<file path="config.mk">
export PLATFORM = sky130hd
export DESIGN_NAME = sff_front_end
export DESIGN_NICKNAME = d
export VERILOG_FILES = /design/src/sff_pkg.sv /design/src/sff_buffer.sv /design/src/sff_front_end.sv
export VERILOG_INCLUDE_DIRS = /design/src /design/src/src
export SDC_FILE = /design/constraint.sdc
export NUM_CORES = 1
export LEC_CHECK = 0
export ABC_CLOCK_PERIOD_IN_PS = 6810
export BUFFER_PORTS_ARGS = -buffer_cell sky130_fd_sc_hd__clkbuf_2
export CAP_MARGIN = 20
export CELL_PAD_IN_SITES_DETAIL_PLACEMENT = 1
export CELL_PAD_IN_SITES_GLOBAL_PLACEMENT = 1
export CORE_MARGIN = 2
export CORE_UTILIZATION = 44
export CTS_CLUSTER_DIAMETER = 150
export DETAILED_ROUTE_END_ITERATION = 6
export PLACE_DENSITY = 0.73
export SLEW_MARGIN = 20
export SYNTH_ARGS = -nofsm -noshare
export SYNTH_HDL_FRONTEND = slang
export SYNTH_SLANG_ARGS = --single-unit
</file>
<file path="constraint.sdc">
create_clock -name sys_clk_in -period 6.81 [get_ports sys_clk_in]
set_clock_uncertainty 0.1 [all_clocks]
set_input_delay 0.681 -clock sys_clk_in [delete_from_list [all_inputs] [get_ports sys_clk_in]]
set_output_delay 0.681 -clock sys_clk_in [all_outputs]
set_load 0.005 [all_outputs]
</file>
<file path="src/sff_consts.svh">
// constants of the serial flash front end: opcodes, status bit positions, timing
// assumes a 40 MHz system clock sampling the serial pins
`ifndef SFF_CONSTS_SVH
`define SFF_CONSTS_SVH
`define SFF_OP_WREN 8'h06
`define SFF_OP_WRDI 8'h04
`define SFF_OP_RDSR1 8'h05
`define SFF_OP_RDSR2 8'h35
`define SFF_OP_WRSR 8'h01
`define SFF_OP_PP 8'h02
`define SFF_OP_QPP 8'h32
`define SFF_OP_SE 8'h20
`define SFF_OP_BE32 8'h52
`define SFF_OP_BE64 8'hD8
`define SFF_OP_CE 8'hC7
`define SFF_OP_SECE 8'h44
`define SFF_OP_SECP 8'h42
`define SFF_OP_PD 8'hB9
`define SFF_OP_RPD 8'hAB
`define SFF_OP_SUSP 8'h75
`define SFF_OP_RESM 8'h7A
`define SFF_OP_FRD 8'h3B
`define SFF_OP_FRDIO 8'hBB
`define SFF_OP_FRQ 8'h6B
`define SFF_OP_FRQIO 8'hEB
`define SFF_BIT_BUSY 0
`define SFF_BIT_LATCH 1
`define SFF_BIT_BP_LO 2
`define SFF_BIT_TB 5
`define SFF_BIT_SEC 6
`define SFF_BIT_STATUS_LOCK_LOW 7
`define SFF_BIT_STATUS_LOCK_HIGH 8
`define SFF_BIT_QE 9
`define SFF_BIT_CMP 14
`define SFF_BIT_SUS 15
`define SFF_STATUS_RESET 16'h0000
`define SFF_CLK_NS 25
`define SFF_PUW_US 5000
`define SFF_PUW_CYCLES ((`SFF_PUW_US * 1000) / `SFF_CLK_NS)
`define SFF_OP_TIME_CYCLES 16'h0040
`endif

</file>
<file path="src/sff_pkg.sv">
// types of the serial flash front end
// assumes sff_consts.svh holds the numbers
package sff_pkg;
    typedef enum logic [2:0] {SFF_OPCODE, SFF_ADDR, SFF_DATA_IN, SFF_DATA_OUT, SFF_IGNORE} sff_phase_e;
    typedef enum logic [1:0] {SFF_LANES1, SFF_LANES2, SFF_LANES4} sff_width_e;
endpackage

</file>
<file path="src/sff_buffer.sv">
// two-entry byte buffer with valid and ready on both sides
// assumes one clock domain; the drain side may stall at will
`timescale 1ns/1ps
`default_nettype none
module sff_buffer (
    input wire logic sys_clk_in,
    input wire logic rst_in,
    input wire logic [7:0] in_data_in,
    input wire logic in_valid_in,
    output logic in_ready_out,
    output logic [7:0] out_data_out,
    output logic out_valid_out,
    input wire logic out_ready_in
);
    logic [7:0] store [0:1];
    logic rd_idx;
    logic wr_idx;
    logic [1:0] count;
    logic push;
    logic pop;

    assign push = in_valid_in && (count != 2'h2);
    assign pop = out_ready_in && (count != 2'h0);
    assign in_ready_out = (count != 2'h2);
    assign out_valid_out = (count != 2'h0);
    assign out_data_out = store[rd_idx];

    always_ff @(posedge sys_clk_in) begin
        if (push) begin
            store[wr_idx] <= in_data_in;
        end
    end

    always_ff @(posedge sys_clk_in) begin
        if (rst_in) begin
            rd_idx <= 1'b0;
            wr_idx <= 1'b0;
            count <= 2'h0;
        end else begin
            if (push) begin
                wr_idx <= ~wr_idx;
            end
            if (pop) begin
                rd_idx <= ~rd_idx;
            end
            count <= count + {1'b0, push} - {1'b0, pop};
        end
    end
endmodule // sff_buffer
`default_nettype wire

</file>
<file path="src/sff_front_end.sv">
// serial flash front end: instruction shifter, pause, write latch, status protection
// assumes all serial pins are asynchronous to sys_clk_in and far slower than it
`timescale 1ns/1ps
`default_nettype none
`include "sff_consts.svh"
module sff_front_end #(
    parameter int PUW_CYCLES = `SFF_PUW_CYCLES
) (
    input wire logic sys_clk_in,
    input wire logic rst_in,
    input wire logic supply_good_in,
    input wire logic serial_clk_in,
    input wire logic select_n_in,
    input wire logic lane_zero_in,
    output logic lane_zero_out,
    output logic lane_zero_oe_n_out,
    input wire logic lane_one_in,
    output logic lane_one_out,
    output logic lane_one_oe_n_out,
    input wire logic lane_two_in,
    output logic lane_two_out,
    output logic lane_two_oe_n_out,
    input wire logic lane_three_in,
    output logic lane_three_out,
    output logic lane_three_oe_n_out,
    output logic [7:0] wr_data_out,
    output logic wr_valid_out,
    input wire logic wr_ready_in,
    output logic [7:0] flash_status_low_out,
    output logic paused_out
);
    logic [1:0] sclk_s;
    logic [1:0] cs_s;
    logic [1:0] d0_s;
    logic [1:0] d1_s;
    logic [1:0] d2_s;
    logic [1:0] d3_s;
    logic sclk_q;
    logic cs_q;
    logic [15:0] status;
    logic [7:0] opcode;
    logic [7:0] shift_in;
    logic [7:0] shift_out;
    logic [2:0] bit_cnt;
    logic [4:0] addr_cnt;
    logic byte_done;
    sff_pkg::sff_phase_e phase;
    sff_pkg::sff_width_e width;
    logic paused;
    logic power_down;
    logic [22:0] puw_cnt;
    logic [15:0] op_cnt;
    logic [15:0] status_new;
    logic status_half;
    logic pending_write;
    logic status_pending;
    logic drive;
    logic [3:0] out_bits;
    logic [7:0] buf_data;
    logic buf_valid;
    logic buf_in_ready;
    logic rise;
    logic fall;
    logic sel;
    logic pause_n;
    logic quad_mode;
    logic active;

    function automatic logic is_write_op(input logic [7:0] op);
        return op == `SFF_OP_PP || op == `SFF_OP_QPP || op == `SFF_OP_SE || op == `SFF_OP_BE32 ||
            op == `SFF_OP_BE64 || op == `SFF_OP_CE || op == `SFF_OP_WRSR || op == `SFF_OP_SECE ||
            op == `SFF_OP_SECP;
    endfunction

    // lanes a read opcode moves its data on
    function automatic sff_pkg::sff_width_e read_width(input logic [7:0] op, input logic qe);
        if (op == `SFF_OP_FRD || op == `SFF_OP_FRDIO) begin
            return sff_pkg::SFF_LANES2;
        end else if ((op == `SFF_OP_FRQ || op == `SFF_OP_FRQIO) && qe) begin
            return sff_pkg::SFF_LANES4;
        end
        return sff_pkg::SFF_LANES1;
    endfunction

    always_ff @(posedge sys_clk_in) begin
        sclk_s <= {sclk_s[0], serial_clk_in};
        cs_s <= {cs_s[0], select_n_in};
        d0_s <= {d0_s[0], lane_zero_in};
        d1_s <= {d1_s[0], lane_one_in};
        d2_s <= {d2_s[0], lane_two_in};
        d3_s <= {d3_s[0], lane_three_in};
        sclk_q <= sclk_s[1];
        cs_q <= cs_s[1];
    end

    // mode 0 and mode 3 differ only in idle level, so edges alone drive the shifter
    assign rise = sclk_s[1] && !sclk_q;
    assign fall = !sclk_s[1] && sclk_q;
    assign sel = !cs_s[1];
    assign quad_mode = status[`SFF_BIT_QE];
    assign pause_n = d3_s[1];
    assign active = sel && supply_good_in && !paused;
    assign byte_done = rise && active && bit_cnt == 3'h0;

    // pause: pin effect only selected and with four lanes off
    always_ff @(posedge sys_clk_in) begin
        if (rst_in || !sel || quad_mode || !supply_good_in) begin
            paused <= 1'b0;
        end else if (!paused && !pause_n && (!sclk_s[1] || fall)) begin
            paused <= 1'b1;
        end else if (paused && pause_n && (!sclk_s[1] || fall)) begin
            paused <= 1'b0;
        end
    end

    always_ff @(posedge sys_clk_in) begin
        if (rst_in || !supply_good_in) begin
            puw_cnt <= 23'h0;
        end else if (puw_cnt != PUW_CYCLES[22:0]) begin
            puw_cnt <= puw_cnt + 23'h1;
        end
    end

    // instruction shifter; select high drops any partial instruction
    always_ff @(posedge sys_clk_in) begin
        if (rst_in || !sel || !supply_good_in) begin
            phase <= sff_pkg::SFF_OPCODE;
            width <= sff_pkg::SFF_LANES1;
            bit_cnt <= 3'h7;
            addr_cnt <= 5'h0;
            opcode <= 8'h00;
            shift_in <= 8'h00;
            status_half <= 1'b0;
        end else if (rise && active) begin
            case (width)
                sff_pkg::SFF_LANES4: begin
                    shift_in <= {shift_in[3:0], d3_s[1], d2_s[1], d1_s[1], d0_s[1]};
                    bit_cnt <= bit_cnt - 3'h4;
                end
                sff_pkg::SFF_LANES2: begin
                    shift_in <= {shift_in[5:0], d1_s[1], d0_s[1]};
                    bit_cnt <= bit_cnt - 3'h2;
                end
                default: begin
                    shift_in <= {shift_in[6:0], d0_s[1]};
                    bit_cnt <= bit_cnt - 3'h1;
                end
            endcase
            if (bit_cnt == 3'h0 || (width == sff_pkg::SFF_LANES2 && bit_cnt == 3'h1) ||
                (width == sff_pkg::SFF_LANES4 && bit_cnt == 3'h3)) begin
                bit_cnt <= 3'h7;
                case (phase)
                    sff_pkg::SFF_OPCODE: begin
                        opcode <= {shift_in[6:0], d0_s[1]};
                        if ({shift_in[6:0], d0_s[1]} == `SFF_OP_WRSR ||
                            {shift_in[6:0], d0_s[1]} == `SFF_OP_RDSR1 ||
                            {shift_in[6:0], d0_s[1]} == `SFF_OP_RDSR2) begin
                            phase <= ({shift_in[6:0], d0_s[1]} == `SFF_OP_WRSR) ?
                                sff_pkg::SFF_DATA_IN : sff_pkg::SFF_DATA_OUT;
                        end else if (is_write_op({shift_in[6:0], d0_s[1]}) ||
                            read_width({shift_in[6:0], d0_s[1]}, quad_mode) != sff_pkg::SFF_LANES1) begin
                            phase <= sff_pkg::SFF_ADDR;
                            width <= ({shift_in[6:0], d0_s[1]} == `SFF_OP_FRDIO) ? sff_pkg::SFF_LANES2 :
                                ({shift_in[6:0], d0_s[1]} == `SFF_OP_FRQIO && quad_mode) ?
                                sff_pkg::SFF_LANES4 : sff_pkg::SFF_LANES1;
                        end else begin
                            phase <= sff_pkg::SFF_IGNORE;
                        end
                    end
                    sff_pkg::SFF_ADDR: begin
                        addr_cnt <= addr_cnt + 5'h1;
                        if (addr_cnt == 5'h2) begin
                            phase <= (opcode == `SFF_OP_PP || opcode == `SFF_OP_QPP || opcode == `SFF_OP_SECP) ?
                                sff_pkg::SFF_DATA_IN : sff_pkg::SFF_DATA_OUT;
                            width <= read_width(opcode, quad_mode);
                        end
                    end
                    sff_pkg::SFF_DATA_IN: begin
                        status_half <= 1'b1;
                    end
                    default: begin
                    end
                endcase
            end
        end
    end

    // the two-entry buffer absorbs a host that outruns a stalled sink
    sff_buffer u_buffer (
        .sys_clk_in(sys_clk_in),
        .rst_in(rst_in),
        .in_data_in(buf_data),
        .in_valid_in(buf_valid),
        .in_ready_out(buf_in_ready),
        .out_data_out(wr_data_out),
        .out_valid_out(wr_valid_out),
        .out_ready_in(wr_ready_in)
    );

    always_ff @(posedge sys_clk_in) begin
        if (rst_in) begin
            buf_valid <= 1'b0;
            buf_data <= 8'h00;
        end else begin
            buf_valid <= byte_done && phase == sff_pkg::SFF_DATA_IN && opcode != `SFF_OP_WRSR &&
                pending_write && buf_in_ready;
            buf_data <= {shift_in[6:0], d0_s[1]};
        end
    end

    // execution at the rising edge of select
    always_ff @(posedge sys_clk_in) begin
        if (rst_in || !supply_good_in) begin
            status <= `SFF_STATUS_RESET;
            power_down <= 1'b0;
            op_cnt <= 16'h0;
            pending_write <= 1'b0;
            status_pending <= 1'b0;
            status_new <= 16'h0;
        end else begin
            if (status[`SFF_BIT_BUSY]) begin
                op_cnt <= op_cnt - 16'h1;
                if (op_cnt == 16'h1) begin
                    status[`SFF_BIT_BUSY] <= 1'b0;
                    status[`SFF_BIT_LATCH] <= 1'b0;
                    if (status_pending) begin
                        status[15:2] <= {status[15], status_new[14:2]};
                        status_pending <= 1'b0;
                    end
                end
            end
            if (phase == sff_pkg::SFF_OPCODE && byte_done) begin
                pending_write <= is_write_op({shift_in[6:0], d0_s[1]}) && status[`SFF_BIT_LATCH];
            end
            if (byte_done && opcode == `SFF_OP_WRSR && phase == sff_pkg::SFF_DATA_IN) begin
                if (status_half) begin
                    status_new[15:8] <= {shift_in[6:0], d0_s[1]};
                end else begin
                    status_new[7:0] <= {shift_in[6:0], d0_s[1]};
                    status_new[15:8] <= status[15:8];
                end
            end
            // select just released: opcode and phase still hold the frame, the shifter clears them this edge
            if (cs_s[1] && !cs_q && phase != sff_pkg::SFF_ADDR && !paused) begin
                if (power_down) begin
                    if (opcode == `SFF_OP_RPD) begin
                        power_down <= 1'b0;
                    end
                end else if (status[`SFF_BIT_BUSY]) begin
                    if (opcode == `SFF_OP_SUSP) begin
                        status[`SFF_BIT_SUS] <= 1'b1;
                    end
                end else if (opcode == `SFF_OP_RESM) begin
                    status[`SFF_BIT_SUS] <= 1'b0;
                end else if (opcode == `SFF_OP_PD) begin
                    power_down <= 1'b1;
                end else if (opcode == `SFF_OP_WRDI) begin
                    status[`SFF_BIT_LATCH] <= 1'b0;
                end else if (puw_cnt == PUW_CYCLES[22:0]) begin
                    if (opcode == `SFF_OP_WREN) begin
                        status[`SFF_BIT_LATCH] <= 1'b1;
                    end else if (is_write_op(opcode) && status[`SFF_BIT_LATCH]) begin
                        if (opcode != `SFF_OP_WRSR || (!status[`SFF_BIT_STATUS_LOCK_HIGH] &&
                            !(status[`SFF_BIT_STATUS_LOCK_LOW] && !d2_s[1] && !quad_mode))) begin
                            status[`SFF_BIT_BUSY] <= 1'b1;
                            op_cnt <= `SFF_OP_TIME_CYCLES;
                            status_pending <= (opcode == `SFF_OP_WRSR);
                        end
                    end
                end
            end
        end
    end

    // output shifter clears while deselected and otherwise changes on falling clock edges only
    always_ff @(posedge sys_clk_in) begin
        if (rst_in || !sel) begin
            shift_out <= 8'h00;
            drive <= 1'b0;
        end else if (fall && active && !power_down && phase == sff_pkg::SFF_DATA_OUT) begin
            drive <= 1'b1;
            if (bit_cnt == 3'h7) begin
                shift_out <= (opcode == `SFF_OP_RDSR2) ? status[15:8] : status[7:0];
            end else begin
                shift_out <= (width == sff_pkg::SFF_LANES4) ? {shift_out[3:0], 4'h0} :
                    (width == sff_pkg::SFF_LANES2) ? {shift_out[5:0], 2'h0} : {shift_out[6:0], 1'b0};
            end
        end
    end

    always_comb begin
        out_bits = 4'h0;
        case (width)
            sff_pkg::SFF_LANES4: out_bits = shift_out[7:4];
            sff_pkg::SFF_LANES2: out_bits = {2'h0, shift_out[7:6]};
            default: out_bits = {2'h0, shift_out[7], 1'b0};
        endcase
    end

    always_ff @(posedge sys_clk_in) begin
        lane_zero_out <= out_bits[0];
        lane_one_out <= out_bits[1];
        lane_two_out <= out_bits[2];
        lane_three_out <= out_bits[3];
        lane_zero_oe_n_out <= !(drive && active && width != sff_pkg::SFF_LANES1);
        lane_one_oe_n_out <= !(drive && active);
        lane_two_oe_n_out <= !(drive && active && width == sff_pkg::SFF_LANES4);
        lane_three_oe_n_out <= !(drive && active && width == sff_pkg::SFF_LANES4);
        flash_status_low_out <= status[7:0];
        paused_out <= paused;
    end
endmodule // sff_front_end
`default_nettype wire

</file>
==> impl_metrics.xml, run 1 <==
<?xml version="1.0" encoding="UTF-8"?>
<metrics>
  <group name="yosys">
    <metric name="dominantRegCellSynth" unit="">dfxtp_1</metric>
    <metric name="synth_seq_area_share" unit="">0.476</metric>
    <metric name="synth-edff-count" unit="">16</metric>
    <metric name="synth.avg_cell_area" unit="µm²">9.02</metric>
    <metric name="ys_async_sr_fraction" unit="">0</metric>
    <metric name="ys_types" unit="">70</metric>
    <metric name="syn_inst" unit="">830</metric>
    <metric name="number_of_warnings_reported_in_the_yosys_synthesis_log" unit="">0</metric>
    <metric name="synth_area" unit="mm²">0.00749</metric>
    <metric name="synth-seq-cells" unit="">170</metric>
    <metric name="synthesis.nets" unit="">855</metric>
  </group>
  <group name="cts">
    <metric name="clock_latency_reported_for_the_late_side_of_the_worst_skew_pair" unit="ps">430</metric>
    <metric name="ctsHoldBuffers" unit="">0</metric>
    <metric name="cts.path.max_buffers" unit="">2</metric>
    <metric name="cts_buffers" unit="">17</metric>
    <metric name="clock_tree.root_cell" unit="">clkbuf_16</metric>
    <metric name="cts.reportedPaths.clkPinSlew" unit="ps">70</metric>
    <metric name="maximum_level_of_the_cts_h_tree" unit="">4</metric>
    <metric name="post_cts.repair.setup_buffers" unit="">0</metric>
    <metric name="clock-sinks" unit="">170</metric>
    <metric name="clock_tree_from_tritoncts" unit="">built</metric>
    <metric name="post_cts_resized" unit="">0</metric>
  </group>
  <group name="flow_run">
    <metric name="max_cap_violations" unit="">0</metric>
  </group>
  <group name="drt">
    <metric name="totalWireLength" unit="µm">18900</metric>
    <metric name="routedWlPerCell" unit="µm">17.7</metric>
    <metric name="dr.pass1.iters" unit="">5</metric>
    <metric name="via_per_inst" unit="">5.58</metric>
    <metric name="total_via_count_after_detailed_routing" unit="">5979</metric>
    <metric name="detail_route.drc_violations" unit="">0</metric>
    <metric name="drt.antenna.violating_nets" unit="">0</metric>
    <metric name="detail_route.iter0.violations" unit="">273</metric>
  </group>
  <group name="pwr">
    <metric name="peakVddDrop" unit="mV">0.170</metric>
    <metric name="power_density" unit="mW/mm²">253</metric>
    <metric name="leakagePower" unit="nW">2.90</metric>
  </group>
  <group name="critical_path">
    <metric name="worstSetupStartpointType" unit="">flip-flop</metric>
    <metric name="worstPathCellList" unit="">or4_1 &gt; nor4_2 &gt; nand4_1 &gt; nor2_1 &gt; nand2_1 &gt; a21oi_1</metric>
    <metric name="r2r.worst_path.cells" unit="">6</metric>
    <metric name="path_buf_inv" unit="">0</metric>
    <metric name="worst-endpoint-required" unit="ps">7070</metric>
    <metric name="crit_start" unit="">opcode[6]$_SDFFE_PP0P_</metric>
    <metric name="setup.worst_path.end" unit="">status_new[3]$_SDFFE_PP0P_</metric>
    <metric name="crit_path_max_fanout" unit="">21</metric>
    <metric name="r2r-end" unit="">status_new[3]$_SDFFE_PP0P_</metric>
    <metric name="cp_data_arrival_time" unit="ps">3610</metric>
    <metric name="timing_worst_setup_path_type" unit="">reg2reg</metric>
    <metric name="cpPeakStageDelay" unit="ps">760</metric>
    <metric name="crit_path_depth" unit="">6</metric>
    <metric name="slowest_stage" unit="">nand4_1</metric>
    <metric name="regToRegStartpoint" unit="">opcode[6]$_SDFFE_PP0P_</metric>
    <metric name="critPathCaptureType" unit="">flip-flop</metric>
    <metric name="timing.critical_path.max_delay_family" unit="">simple AND/OR/NAND/NOR gates</metric>
    <metric name="r2r_slack" unit="ps">3460</metric>
  </group>
  <group name="cells_and_area">
    <metric name="drive_above_1_share" unit="">0.121</metric>
    <metric name="finish.utilization" unit="">0.507</metric>
    <metric name="final_common_cell" unit="">dfxtp_1</metric>
    <metric name="diodes" unit="">0</metric>
    <metric name="num-nets-final" unit="">863</metric>
    <metric name="layout_common_cells" unit="">dfxtp_1, nor2_1, nand2_1, a21oi_1, clkbuf_2</metric>
    <metric name="areaGrowthSynthToFinish" unit="%">12.3</metric>
  </group>
  <group name="floorplan">
    <metric name="die_height" unit="µm">134</metric>
    <metric name="initial_core_util" unit="">0.452</metric>
    <metric name="standard_cell_rows" unit="">47</metric>
    <metric name="die-width" unit="µm">134</metric>
    <metric name="fp.coreArea" unit="mm²">0.0166</metric>
    <metric name="design.portCount" unit="">36</metric>
    <metric name="floorplan.die_area" unit="mm²">0.0181</metric>
  </group>
  <group name="global_route">
    <metric name="grt_use_total" unit="">0.218</metric>
    <metric name="grt_overflow_total" unit="">0</metric>
    <metric name="grt_antenna_before_repair" unit="">0</metric>
    <metric name="largest_net_degree_at_the_start_of_global_routing" unit="">60</metric>
    <metric name="first_global_vias" unit="">6189</metric>
    <metric name="global_route_wire_length_before_repair" unit="µm">31400</metric>
  </group>
  <group name="sta">
    <metric name="totalNegativeSetupSlack" unit="ps">0</metric>
    <metric name="worst-slew-pin-transition" unit="ps">1030</metric>
    <metric name="max_clock_freq" unit="MHz">299</metric>
    <metric name="min_period_over_period" unit="">0.491</metric>
    <metric name="count_of_final_max_slew_check_failures" unit="">0</metric>
    <metric name="timing_hold_violations_final" unit="">0</metric>
    <metric name="rsz0062_at_grt" unit="">no</metric>
    <metric name="timing.slew.headroom" unit="">0.316</metric>
    <metric name="final.min_clock_period" unit="ps">3350</metric>
    <metric name="setup-violations-final" unit="">0</metric>
  </group>
  <group name="placement">
    <metric name="place_hpwl" unit="µm">12900</metric>
    <metric name="gpl.final_weighted_congestion" unit="">0.855</metric>
    <metric name="portBuffers" unit="">35</metric>
  </group>
  <group name="hold_path">
    <metric name="hold_path.class" unit="">reg2reg</metric>
  </group>
  <group name="run_status">
    <metric name="run_status" unit="">complete, no violations</metric>
  </group>
</metrics>
layer usage:
metal  part of all wire  GRT usage  up-vias
li1                   -          -     2911
met1               0.47      0.278     2939
met2               0.48      0.371       96
met3              0.025     0.0364       33
met4              0.025     0.0860        0
met5                  0          0        -
cells in the mapped netlist, types with 4 or more instances:
library cell  number  area, µm²
a211oi_1           7       52.6
a21oi_1           61        305
a22oi_1            6       45.0
and2_1             7       43.8
and3_1             4       25.0
and4_1             6       52.6
buf_2              5       25.0
clkbuf_1          40        150
dfxtp_1          154       3080
edfxtp_1          16        480
ha_1              15        188
inv_1             17       63.8
mux2_2            12        135
mux2i_1           24        240
nand2_1           85        319
nand2b_1          14       87.6
nand3_1           27        135
nand3b_1           5       37.5
nand4_1           12       75.1
nor2_1           108        405
nor2b_1           20        125
nor3_1            21        105
nor4_1             9       56.3
nor4bb_1           4       40.0
o21ai_0           19       95.1
o22ai_1           12       75.1
o41ai_1            6       52.6
or3_1              8       50.1
or4_1              4       30.0
xnor2_1           21        184
xor2_1            22        193
worst min path at each step:
stage                    startpoint              end  slack, ps  depth (start not counted)
floorplan           cs_s[0]$_DFF_P_  cs_s[1]$_DFF_P_        210                          0
global placement    d1_s[0]$_DFF_P_  d1_s[1]$_DFF_P_        210                          0
detailed placement  d3_s[0]$_DFF_P_  d3_s[1]$_DFF_P_        220                          0
CTS                 d1_s[0]$_DFF_P_  d1_s[1]$_DFF_P_        230                          0
global route            lane_two_in  d2_s[0]$_DFF_P_        230                          1
finish              d1_s[0]$_DFF_P_  d1_s[1]$_DFF_P_        220                          0
stage by stage:
| stage | cells | setup WS, ps | area, µm² | hold WS (ps) | power (mW) |
|---|---|---|---|---|---|
| 2_1_floorplan | 830 | 4400 | 7490 | 210 | 1.08 |
| 3_3_place_gp | 1039 | 3500 | 7770 | 212 | 1.10 |
| 3_5_place_dp | 1039 | 3320 | 7770 | 219 | 1.10 |
| 4_1_cts | 1071 | 3450 | 8410 | 225 | 2.15 |
| 5_1_grt | 1071 | 3210 | 8410 | 228 | 2.20 |
| 6_report | 1071 | 3460 | 8410 | 222 | 2.13 |
power breakdown:
part / internal (mW) / switching (mW) / total (mW)
Combinational: 0.0217 / 0.0319 / 0.0536
Clock: 0.623 / 0.427 / 1.05
Sequential: 1.02 / 0.00924 / 1.03
Total: 1.66 / 0.468 / 2.13
cell families after synthesis:
family                     synth area share
adders and majority gates            0.0251
DFF                                   0.476
AOI/OAI and AO/OA                     0.112
xor gates and xnor gates             0.0503
muxes                                0.0501
buffers and inverters                0.0358
and+or+nand+nor                       0.251
sequential cells by signal (all words and copies together) (netlist names), 3 cells and up, named ones only:
| register | cells |
|---|---|
| addr_cnt | 5 |
| bit_cnt | 3 |
| buf_data | 8 |
| flash_status_low_out | 8 |
| op_cnt | 16 |
| opcode | 8 |
| phase | 3 |
| puw_cnt | 23 |
| shift_in | 7 |
| shift_out | 8 |
| status | 16 |
| status_new | 13 |
| u_buffer.store | 16 |
area by class of cell:
class / instances / area (µm²)
flip-flops and latches: 170 / 3560
clock buffers: 17 / 425
repair buffers: 40 / 213
clock inverters: 15 / 210
well taps: 220 / 275
fillers: 1944 / 8170
multi-input cells: 592 / 3660
inverters: 17 / 63.8
Power figures use the tool's default switching activity.
==> inputs of run 2 (changes only) <==
- ABC_CLOCK_PERIOD_IN_PS: 6810 -> 3000
- CORE_UTILIZATION: 44 -> 43
- PLACE_DENSITY: 0.73 -> 0.74
- clock period: 6.81 -> 3 ns (I/O delays scaled with it)
==> impl_metrics.xml, run 2 (same netlist as run 1, synthesis figures left out) <==
<?xml version="1.0" encoding="UTF-8"?>
<metrics>
  <group name="run_status">
    <metric name="run_status" unit="">complete, no violations</metric>
  </group>
  <group name="global_route">
    <metric name="largest_net_degree_at_the_start_of_global_routing" unit="">29</metric>
    <metric name="grt_antenna_before_repair" unit="">0</metric>
    <metric name="grt_overflow_total" unit="">0</metric>
    <metric name="grt_use_total" unit="">0.222</metric>
    <metric name="first_global_vias" unit="">6339</metric>
    <metric name="global_route_wire_length_before_repair" unit="µm">32400</metric>
  </group>
  <group name="critical_path">
    <metric name="crit_path_max_fanout" unit="">14</metric>
    <metric name="cp_data_arrival_time" unit="ps">2810</metric>
    <metric name="r2r.worst_path.cells" unit="">6</metric>
    <metric name="regToRegStartpoint" unit="">shift_in[5]$_SDFFE_PP0P_</metric>
    <metric name="worstPathCellList" unit="">or4b_2 &gt; nor4_1 &gt; nor3_1 &gt; o41a_2 &gt; a221oi_4 &gt; mux2i_1</metric>
    <metric name="worst-endpoint-required" unit="ps">3250</metric>
    <metric name="cpPeakStageDelay" unit="ps">650</metric>
    <metric name="crit_start" unit="">shift_in[5]$_SDFFE_PP0P_</metric>
    <metric name="slowest_stage" unit="">dfxtp_1</metric>
    <metric name="r2r-end" unit="">width[0]$_SDFFE_PP0P_</metric>
    <metric name="r2r_slack" unit="ps">430</metric>
    <metric name="critPathCaptureType" unit="">flip-flop</metric>
    <metric name="worstSetupStartpointType" unit="">flip-flop</metric>
    <metric name="timing_worst_setup_path_type" unit="">reg2reg</metric>
  </group>
  <group name="sta">
    <metric name="totalNegativeSetupSlack" unit="ps">0</metric>
    <metric name="min_period_over_period" unit="">0.855</metric>
    <metric name="worst-slew-pin-transition" unit="ps">786</metric>
    <metric name="count_of_final_max_slew_check_failures" unit="">0</metric>
    <metric name="rsz0062_at_grt" unit="">no</metric>
    <metric name="timing.slew.headroom" unit="">0.471</metric>
    <metric name="setup-violations-final" unit="">0</metric>
    <metric name="worst_slack" unit="ps">435</metric>
    <metric name="timing_hold_violations_final" unit="">0</metric>
    <metric name="final.min_clock_period" unit="ps">2570</metric>
    <metric name="max_clock_freq" unit="MHz">390</metric>
  </group>
  <group name="cts">
    <metric name="clock_latency_reported_for_the_late_side_of_the_worst_skew_pair" unit="ps">420</metric>
    <metric name="clock-sinks" unit="">170</metric>
    <metric name="cts.path.max_buffers" unit="">2</metric>
    <metric name="cts_buffers" unit="">17</metric>
    <metric name="clock_tree.root_cell" unit="">clkbuf_16</metric>
    <metric name="clock_tree_from_tritoncts" unit="">built</metric>
    <metric name="cts.reportedPaths.clkPinSlew" unit="ps">70</metric>
    <metric name="maximum_level_of_the_cts_h_tree" unit="">4</metric>
  </group>
  <group name="placement">
    <metric name="portBuffers" unit="">35</metric>
    <metric name="place_inst" unit="">1056</metric>
    <metric name="pre_cts_ws" unit="ps">504</metric>
    <metric name="gpl.final_weighted_congestion" unit="">0.876</metric>
    <metric name="place_hpwl" unit="µm">13500</metric>
    <metric name="dpl-instance-area" unit="mm²">0.00787</metric>
  </group>
  <group name="drt">
    <metric name="drt.antenna.violating_nets" unit="">0</metric>
    <metric name="total_via_count_after_detailed_routing" unit="">6095</metric>
    <metric name="detail_route.drc_violations" unit="">0</metric>
    <metric name="via_per_inst" unit="">5.57</metric>
    <metric name="dr.pass1.iters" unit="">4</metric>
    <metric name="detail_route.iter0.violations" unit="">303</metric>
    <metric name="routedWlPerCell" unit="µm">18.0</metric>
    <metric name="totalWireLength" unit="µm">19700</metric>
  </group>
  <group name="hold_path">
    <metric name="hold-path-cell-count" unit="">3</metric>
    <metric name="hold_path.startpoint" unit="">supply_good_in</metric>
    <metric name="worstHoldEndpoint" unit="">lane_one_oe_n_out$_DFF_P_</metric>
    <metric name="hold_path.class" unit="">in2reg</metric>
  </group>
  <group name="cells_and_area">
    <metric name="num-nets-final" unit="">881</metric>
    <metric name="diodes" unit="">0</metric>
    <metric name="largest_reg_flops" unit="">23</metric>
    <metric name="areaGrowthSynthToFinish" unit="%">14.0</metric>
    <metric name="max_flop_register" unit="">puw_cnt</metric>
    <metric name="cell_area_after_layout" unit="mm²">0.00853</metric>
    <metric name="area_used_by_multi_input_combinational_logic" unit="mm²">0.00366</metric>
    <metric name="drive_above_1_share" unit="">0.130</metric>
    <metric name="final_common_cell" unit="">dfxtp_1</metric>
    <metric name="layoutNonFillerInstCount" unit="">1094</metric>
    <metric name="sequential_cell_area" unit="mm²">0.00356</metric>
    <metric name="number_of_fillers_in_the_final_layout" unit="">2032</metric>
    <metric name="layout_common_cells" unit="">dfxtp_1, nor2_1, nand2_1, a21oi_1, clkbuf_2</metric>
  </group>
  <group name="floorplan">
    <metric name="standard_cell_rows" unit="">48</metric>
    <metric name="design.portCount" unit="">36</metric>
    <metric name="die_height" unit="µm">136</metric>
    <metric name="die-width" unit="µm">136</metric>
    <metric name="fp.coreArea" unit="mm²">0.0172</metric>
    <metric name="floorplan.die_area" unit="mm²">0.0185</metric>
    <metric name="initial_core_util" unit="">0.436</metric>
  </group>
  <group name="pwr">
    <metric name="peakVddDrop" unit="mV">0.425</metric>
    <metric name="leakagePower" unit="nW">2.97</metric>
    <metric name="power_density" unit="mW/mm²">553</metric>
  </group>
  <group name="flow_run">
    <metric name="max_cap_violations" unit="">0</metric>
  </group>
</metrics>
## run 2: through the flow
| stage | hold slack, ps | utilization | power (mW) |
|---|---|---|---|
| floorplan | 210 | - | 2.46 |
| global placement | 211 | 0.458 | 2.50 |
| detailed placement | 213 | 0.458 | 2.51 |
| CTS | 154 | 0.497 | 4.76 |
| global route | 173 | 0.497 | 4.88 |
| finish | 167 | 0.497 | 4.72 |
## run 2: critical path: cells and delay by family, from the launching register on
family | cells | cell delay [ps]
AND/OR/NAND/NOR | 3 | 980
flip-flops | 1 | 650
AO/OA/AOI/OAI | 2 | 530
multiplexers | 1 | 230
## run 2: how the worst max path moves through the flow
| stage | to | slack [ps] | cells after the start |
|---|---|---|---|
| after floorplan | width[0]$_SDFFE_PP0P_ | 820 | 7 |
| after global placement | width[1]$_SDFFE_PP0P_ | 610 | 6 |
| after detailed placement | width[1]$_SDFFE_PP0P_ | 500 | 6 |
| after CTS | width[0]$_SDFFE_PP0P_ | 450 | 6 |
| after global routing | op_cnt[1]$_SDFF_PP0_ | 170 | 6 |
| final | width[0]$_SDFFE_PP0P_ | 430 | 6 |
## run 2: routing by layer
metal / part of all wire / track usage / vias up
met1: 0.45 / 0.277 / 3019
li1: - / - / 2937
met4: 0.027 / 0.0920 / 0
met2: 0.50 / 0.379 / 106
met3: 0.032 / 0.0388 / 33
met5: 0 / 0 / -
## run 2: repair_timing
item	4_1_cts	5_1_grt
buffers inserted	0	0
hold buffers	6	0
gates resized for setup	0	0
hold endpoints to repair	6	0
## run 2: report_power, final
part           internal, mW  total (mW)  switching (mW)
Sequential             2.31        2.33          0.0229
Combinational        0.0572       0.132          0.0752
Clock                  1.32        2.26           0.936
Total                  3.69        4.72            1.03
## run 2: final cells by class
cell class,instances,share of cell area
Clock buffer,19,0.0507
Timing Repair Buffer,58,0.0425
Multi-Input combinational cell,592,0.429
Clock inverter,13,0.0198
Tap cell,225,0.0330
Inverter,17,0.00748
Sequential cell,170,0.418
==> inputs of run 3 (changes only) <==
- SYNTH_HIERARCHICAL: default -> 1
==> impl_metrics.xml, run 3 <==
<?xml version="1.0" encoding="UTF-8"?>
<metrics>
  <group name="drt">
    <metric name="dr.pass1.iters" unit="">4</metric>
    <metric name="detail_route.iter0.violations" unit="">319</metric>
    <metric name="drt.antenna.violating_nets" unit="">0</metric>
    <metric name="routedWlPerCell" unit="µm">17.7</metric>
    <metric name="totalWireLength" unit="µm">19000</metric>
    <metric name="total_via_count_after_detailed_routing" unit="">5966</metric>
    <metric name="via_per_inst" unit="">5.55</metric>
    <metric name="detail_route.drc_violations" unit="">0</metric>
  </group>
  <group name="critical_path">
    <metric name="crit_path_depth" unit="">6</metric>
    <metric name="critPathCaptureType" unit="">flip-flop</metric>
    <metric name="crit_start" unit="">opcode[3]$_SDFFE_PP0P_</metric>
    <metric name="r2r.worst_path.cells" unit="">6</metric>
    <metric name="path_buf_inv" unit="">0</metric>
    <metric name="regToRegStartpoint" unit="">opcode[3]$_SDFFE_PP0P_</metric>
    <metric name="worst-endpoint-required" unit="ps">3200</metric>
    <metric name="r2r-end" unit="">status_new[4]$_SDFFE_PP0P_</metric>
    <metric name="cp_data_arrival_time" unit="ps">2740</metric>
    <metric name="crit_path_max_fanout" unit="">10</metric>
    <metric name="worstPathCellList" unit="">or4_4 &gt; nor4_4 &gt; and4_1 &gt; and2b_1 &gt; mux2i_1 &gt; nor2_1</metric>
    <metric name="cpPeakStageDelay" unit="ps">600</metric>
    <metric name="worstSetupStartpointType" unit="">flip-flop</metric>
    <metric name="slowest_stage" unit="">or4_4</metric>
    <metric name="setup.worst_path.end" unit="">status_new[4]$_SDFFE_PP0P_</metric>
    <metric name="r2r_slack" unit="ps">450</metric>
    <metric name="timing.critical_path.max_delay_family" unit="">simple AND/OR/NAND/NOR gates</metric>
    <metric name="timing_worst_setup_path_type" unit="">reg2reg</metric>
  </group>
  <group name="pwr">
    <metric name="design_power_total" unit="mW">4.71</metric>
    <metric name="leakagePower" unit="nW">2.91</metric>
    <metric name="peakVddDrop" unit="mV">0.574</metric>
    <metric name="power_density" unit="mW/mm²">555</metric>
  </group>
  <group name="sta">
    <metric name="timing_hold_violations_final" unit="">0</metric>
    <metric name="worst_slack" unit="ps">452</metric>
    <metric name="rsz0062_at_grt" unit="">no</metric>
    <metric name="totalNegativeSetupSlack" unit="ps">0</metric>
    <metric name="min_period_over_period" unit="">0.849</metric>
    <metric name="timing.slew.headroom" unit="">0.480</metric>
    <metric name="setup-violations-final" unit="">0</metric>
    <metric name="count_of_final_max_slew_check_failures" unit="">0</metric>
    <metric name="max_clock_freq" unit="MHz">392</metric>
    <metric name="final.min_clock_period" unit="ps">2550</metric>
    <metric name="worst-slew-pin-transition" unit="ps">773</metric>
  </group>
  <group name="cells_and_area">
    <metric name="largest_reg_flops" unit="">23</metric>
    <metric name="final_common_cell" unit="">dfxtp_1</metric>
    <metric name="number_of_fillers_in_the_final_layout" unit="">1961</metric>
    <metric name="finish.utilization" unit="">0.493</metric>
    <metric name="num-nets-final" unit="">861</metric>
    <metric name="sequential_cell_area" unit="mm²">0.00356</metric>
    <metric name="max_flop_register" unit="">puw_cnt</metric>
    <metric name="drive_above_1_share" unit="">0.117</metric>
    <metric name="area_used_by_multi_input_combinational_logic" unit="mm²">0.00365</metric>
    <metric name="layout_common_cells" unit="">dfxtp_1, nor2_1, nand2_1, mux2i_1, a21oi_1</metric>
    <metric name="areaGrowthSynthToFinish" unit="%">12.1</metric>
    <metric name="diodes" unit="">0</metric>
  </group>
  <group name="global_route">
    <metric name="globalRouteMet2Util" unit="">0.373</metric>
    <metric name="grt.busiest_layer" unit="">met2</metric>
    <metric name="grt_antenna_before_repair" unit="">0</metric>
    <metric name="largest_net_degree_at_the_start_of_global_routing" unit="">36</metric>
    <metric name="globalRouteMet1Util" unit="">0.264</metric>
    <metric name="grt_use_total" unit="">0.215</metric>
    <metric name="global_route_wire_length_before_repair" unit="µm">31400</metric>
    <metric name="globalRouteMet3Util" unit="">0.0411</metric>
    <metric name="first_global_vias" unit="">6261</metric>
    <metric name="grt_overflow_total" unit="">0</metric>
  </group>
  <group name="yosys">
    <metric name="synth_top_area_share" unit="">0.407</metric>
    <metric name="synth-seq-cells" unit="">170</metric>
    <metric name="synth_seq_area_share" unit="">0.471</metric>
    <metric name="synth-edff-count" unit="">16</metric>
    <metric name="dominantRegCellSynth" unit="">dfxtp_1</metric>
    <metric name="syn_inst" unit="">819</metric>
    <metric name="ys_async_sr_fraction" unit="">0</metric>
    <metric name="number_of_warnings_reported_in_the_yosys_synthesis_log" unit="">6</metric>
    <metric name="synthMostInstantiatedCell" unit="">dfxtp_1</metric>
    <metric name="ys_types" unit="">73</metric>
    <metric name="yosys-top-cells-area" unit="">dfxtp_1, edfxtp_1, mux2i_1, nor2_1, nand2_1</metric>
    <metric name="synthesis.nets" unit="">844</metric>
    <metric name="synth.cells.most_frequent" unit="">dfxtp_1, nor2_1, nand2_1</metric>
    <metric name="synth_top_area_cell" unit="">dfxtp_1</metric>
    <metric name="synth_area" unit="mm²">0.00757</metric>
    <metric name="synth.avg_cell_area" unit="µm²">9.25</metric>
  </group>
  <group name="cts">
    <metric name="cts_buffers" unit="">17</metric>
    <metric name="cts.path.max_buffers" unit="">2</metric>
    <metric name="maximum_level_of_the_cts_h_tree" unit="">4</metric>
    <metric name="clock_latency_reported_for_the_late_side_of_the_worst_skew_pair" unit="ps">430</metric>
    <metric name="clock-sinks" unit="">170</metric>
    <metric name="clock_tree.root_cell" unit="">clkbuf_16</metric>
    <metric name="post_cts_resized" unit="">0</metric>
    <metric name="clock_tree_from_tritoncts" unit="">built</metric>
    <metric name="cts.reportedPaths.clkPinSlew" unit="ps">70</metric>
  </group>
  <group name="floorplan">
    <metric name="fp.coreArea" unit="mm²">0.0172</metric>
    <metric name="die-width" unit="µm">137</metric>
    <metric name="design.portCount" unit="">36</metric>
    <metric name="floorplan.die_area" unit="mm²">0.0187</metric>
    <metric name="initial_core_util" unit="">0.439</metric>
    <metric name="die_height" unit="µm">137</metric>
    <metric name="standard_cell_rows" unit="">48</metric>
  </group>
  <group name="placement">
    <metric name="pre_cts_ws" unit="ps">478</metric>
    <metric name="portBuffers" unit="">35</metric>
    <metric name="place_hpwl" unit="µm">13400</metric>
    <metric name="gpl.final_weighted_congestion" unit="">0.816</metric>
  </group>
  <group name="run_status">
    <metric name="run_status" unit="">complete, no violations</metric>
  </group>
  <group name="flow_run">
    <metric name="max_cap_violations" unit="">0</metric>
  </group>
  <group name="hold_path">
    <metric name="hold_path.class" unit="">in2reg</metric>
  </group>
</metrics>
run 3: changes by cell type after synthesis, moves of 10 or more:
| cell | before | now |
|---|---|---|
| a21oi_1 | 61 | 41 |
| mux2_2 | 12 | 0 |
| mux2i_1 | 24 | 44 |
| nand2_1 | 85 | 56 |
| nand3_1 | 27 | 37 |
| o21ai_0 | 19 | 29 |
| o22ai_1 | 12 | 0 |
run 3: what timing repair did:
| item | 4_1_cts | 5_1_grt |
|---|---|---|
| setup buffers | 0 | 0 |
| hold buffers | 6 | 0 |
| endpoints found under the hold margin | 6 | 0 |
run 3: cells by family after synthesis:
family,count (synthesis),share of synthesized area
AND/OR/NAND/NOR,344,0.240
flip-flops,170,0.471
AO/OA/AOI/OAI,123,0.103
buffers and inverters,78,0.0477
multiplexers,53,0.0720
XOR/XNOR,36,0.0416
adder cells (fa/ha/maj),15,0.0248
run 3: where the power goes:
part	internal (mW)	total, mW	switching [mW]
registers	2.32	2.36	0.0387
logic	0.0813	0.173	0.0919
clock network	1.18	2.18	1.00
total	3.58	4.71	1.13
run 3: final cells by class:
class,count,area share
multi-input combinational,571,0.430
inverter,22,0.00972
sequential,170,0.420
tap,225,0.0332
clock buffer,18,0.0505
clock inverter,14,0.0178
timing repair buffer,54,0.0392
run 3: how the worst min path moves through the flow:
stage,start,endpoint,slack [ps],cells past startpoint
after global routing,supply_good_in,lane_three_oe_n_out$_DFF_P_,210,3
after detailed placement,d0_s[0]$_DFF_P_,d0_s[1]$_DFF_P_,220,0
after CTS,wr_ready_in,flip-flop,180,4
after global placement,sclk_s[0]$_DFF_P_,sclk_s[1]$_DFF_P_,210,0
final,wr_ready_in,flip-flop,190,4
after floorplan,cs_s[0]$_DFF_P_,cs_s[1]$_DFF_P_,210,0
run 3: layer usage:
metal / wire length (µm) / part of all wire
met1: 8370 / 0.44
met2: 9640 / 0.51
met3: 735 / 0.039
met4: 283 / 0.015
met5: 0 / 0
run 3: through the flow:
step	area (µm²)	hold slack [ps]	cells
2_1_floorplan	7570	210	819
4_1_cts	8490	181	1074
6_report	8490	185	1074
3_5_place_dp	7850	221	1036
3_3_place_gp	7850	211	1036
5_1_grt	8490	213	1074
run 3: worst register-to-register path, stage by stage (launching register included):
cell,delay [ps]
dfxtp_1,400
or4_4,600
nor4_4,360
and4_1,280
and2b_1,340
mux2i_1,260
nor2_1,70
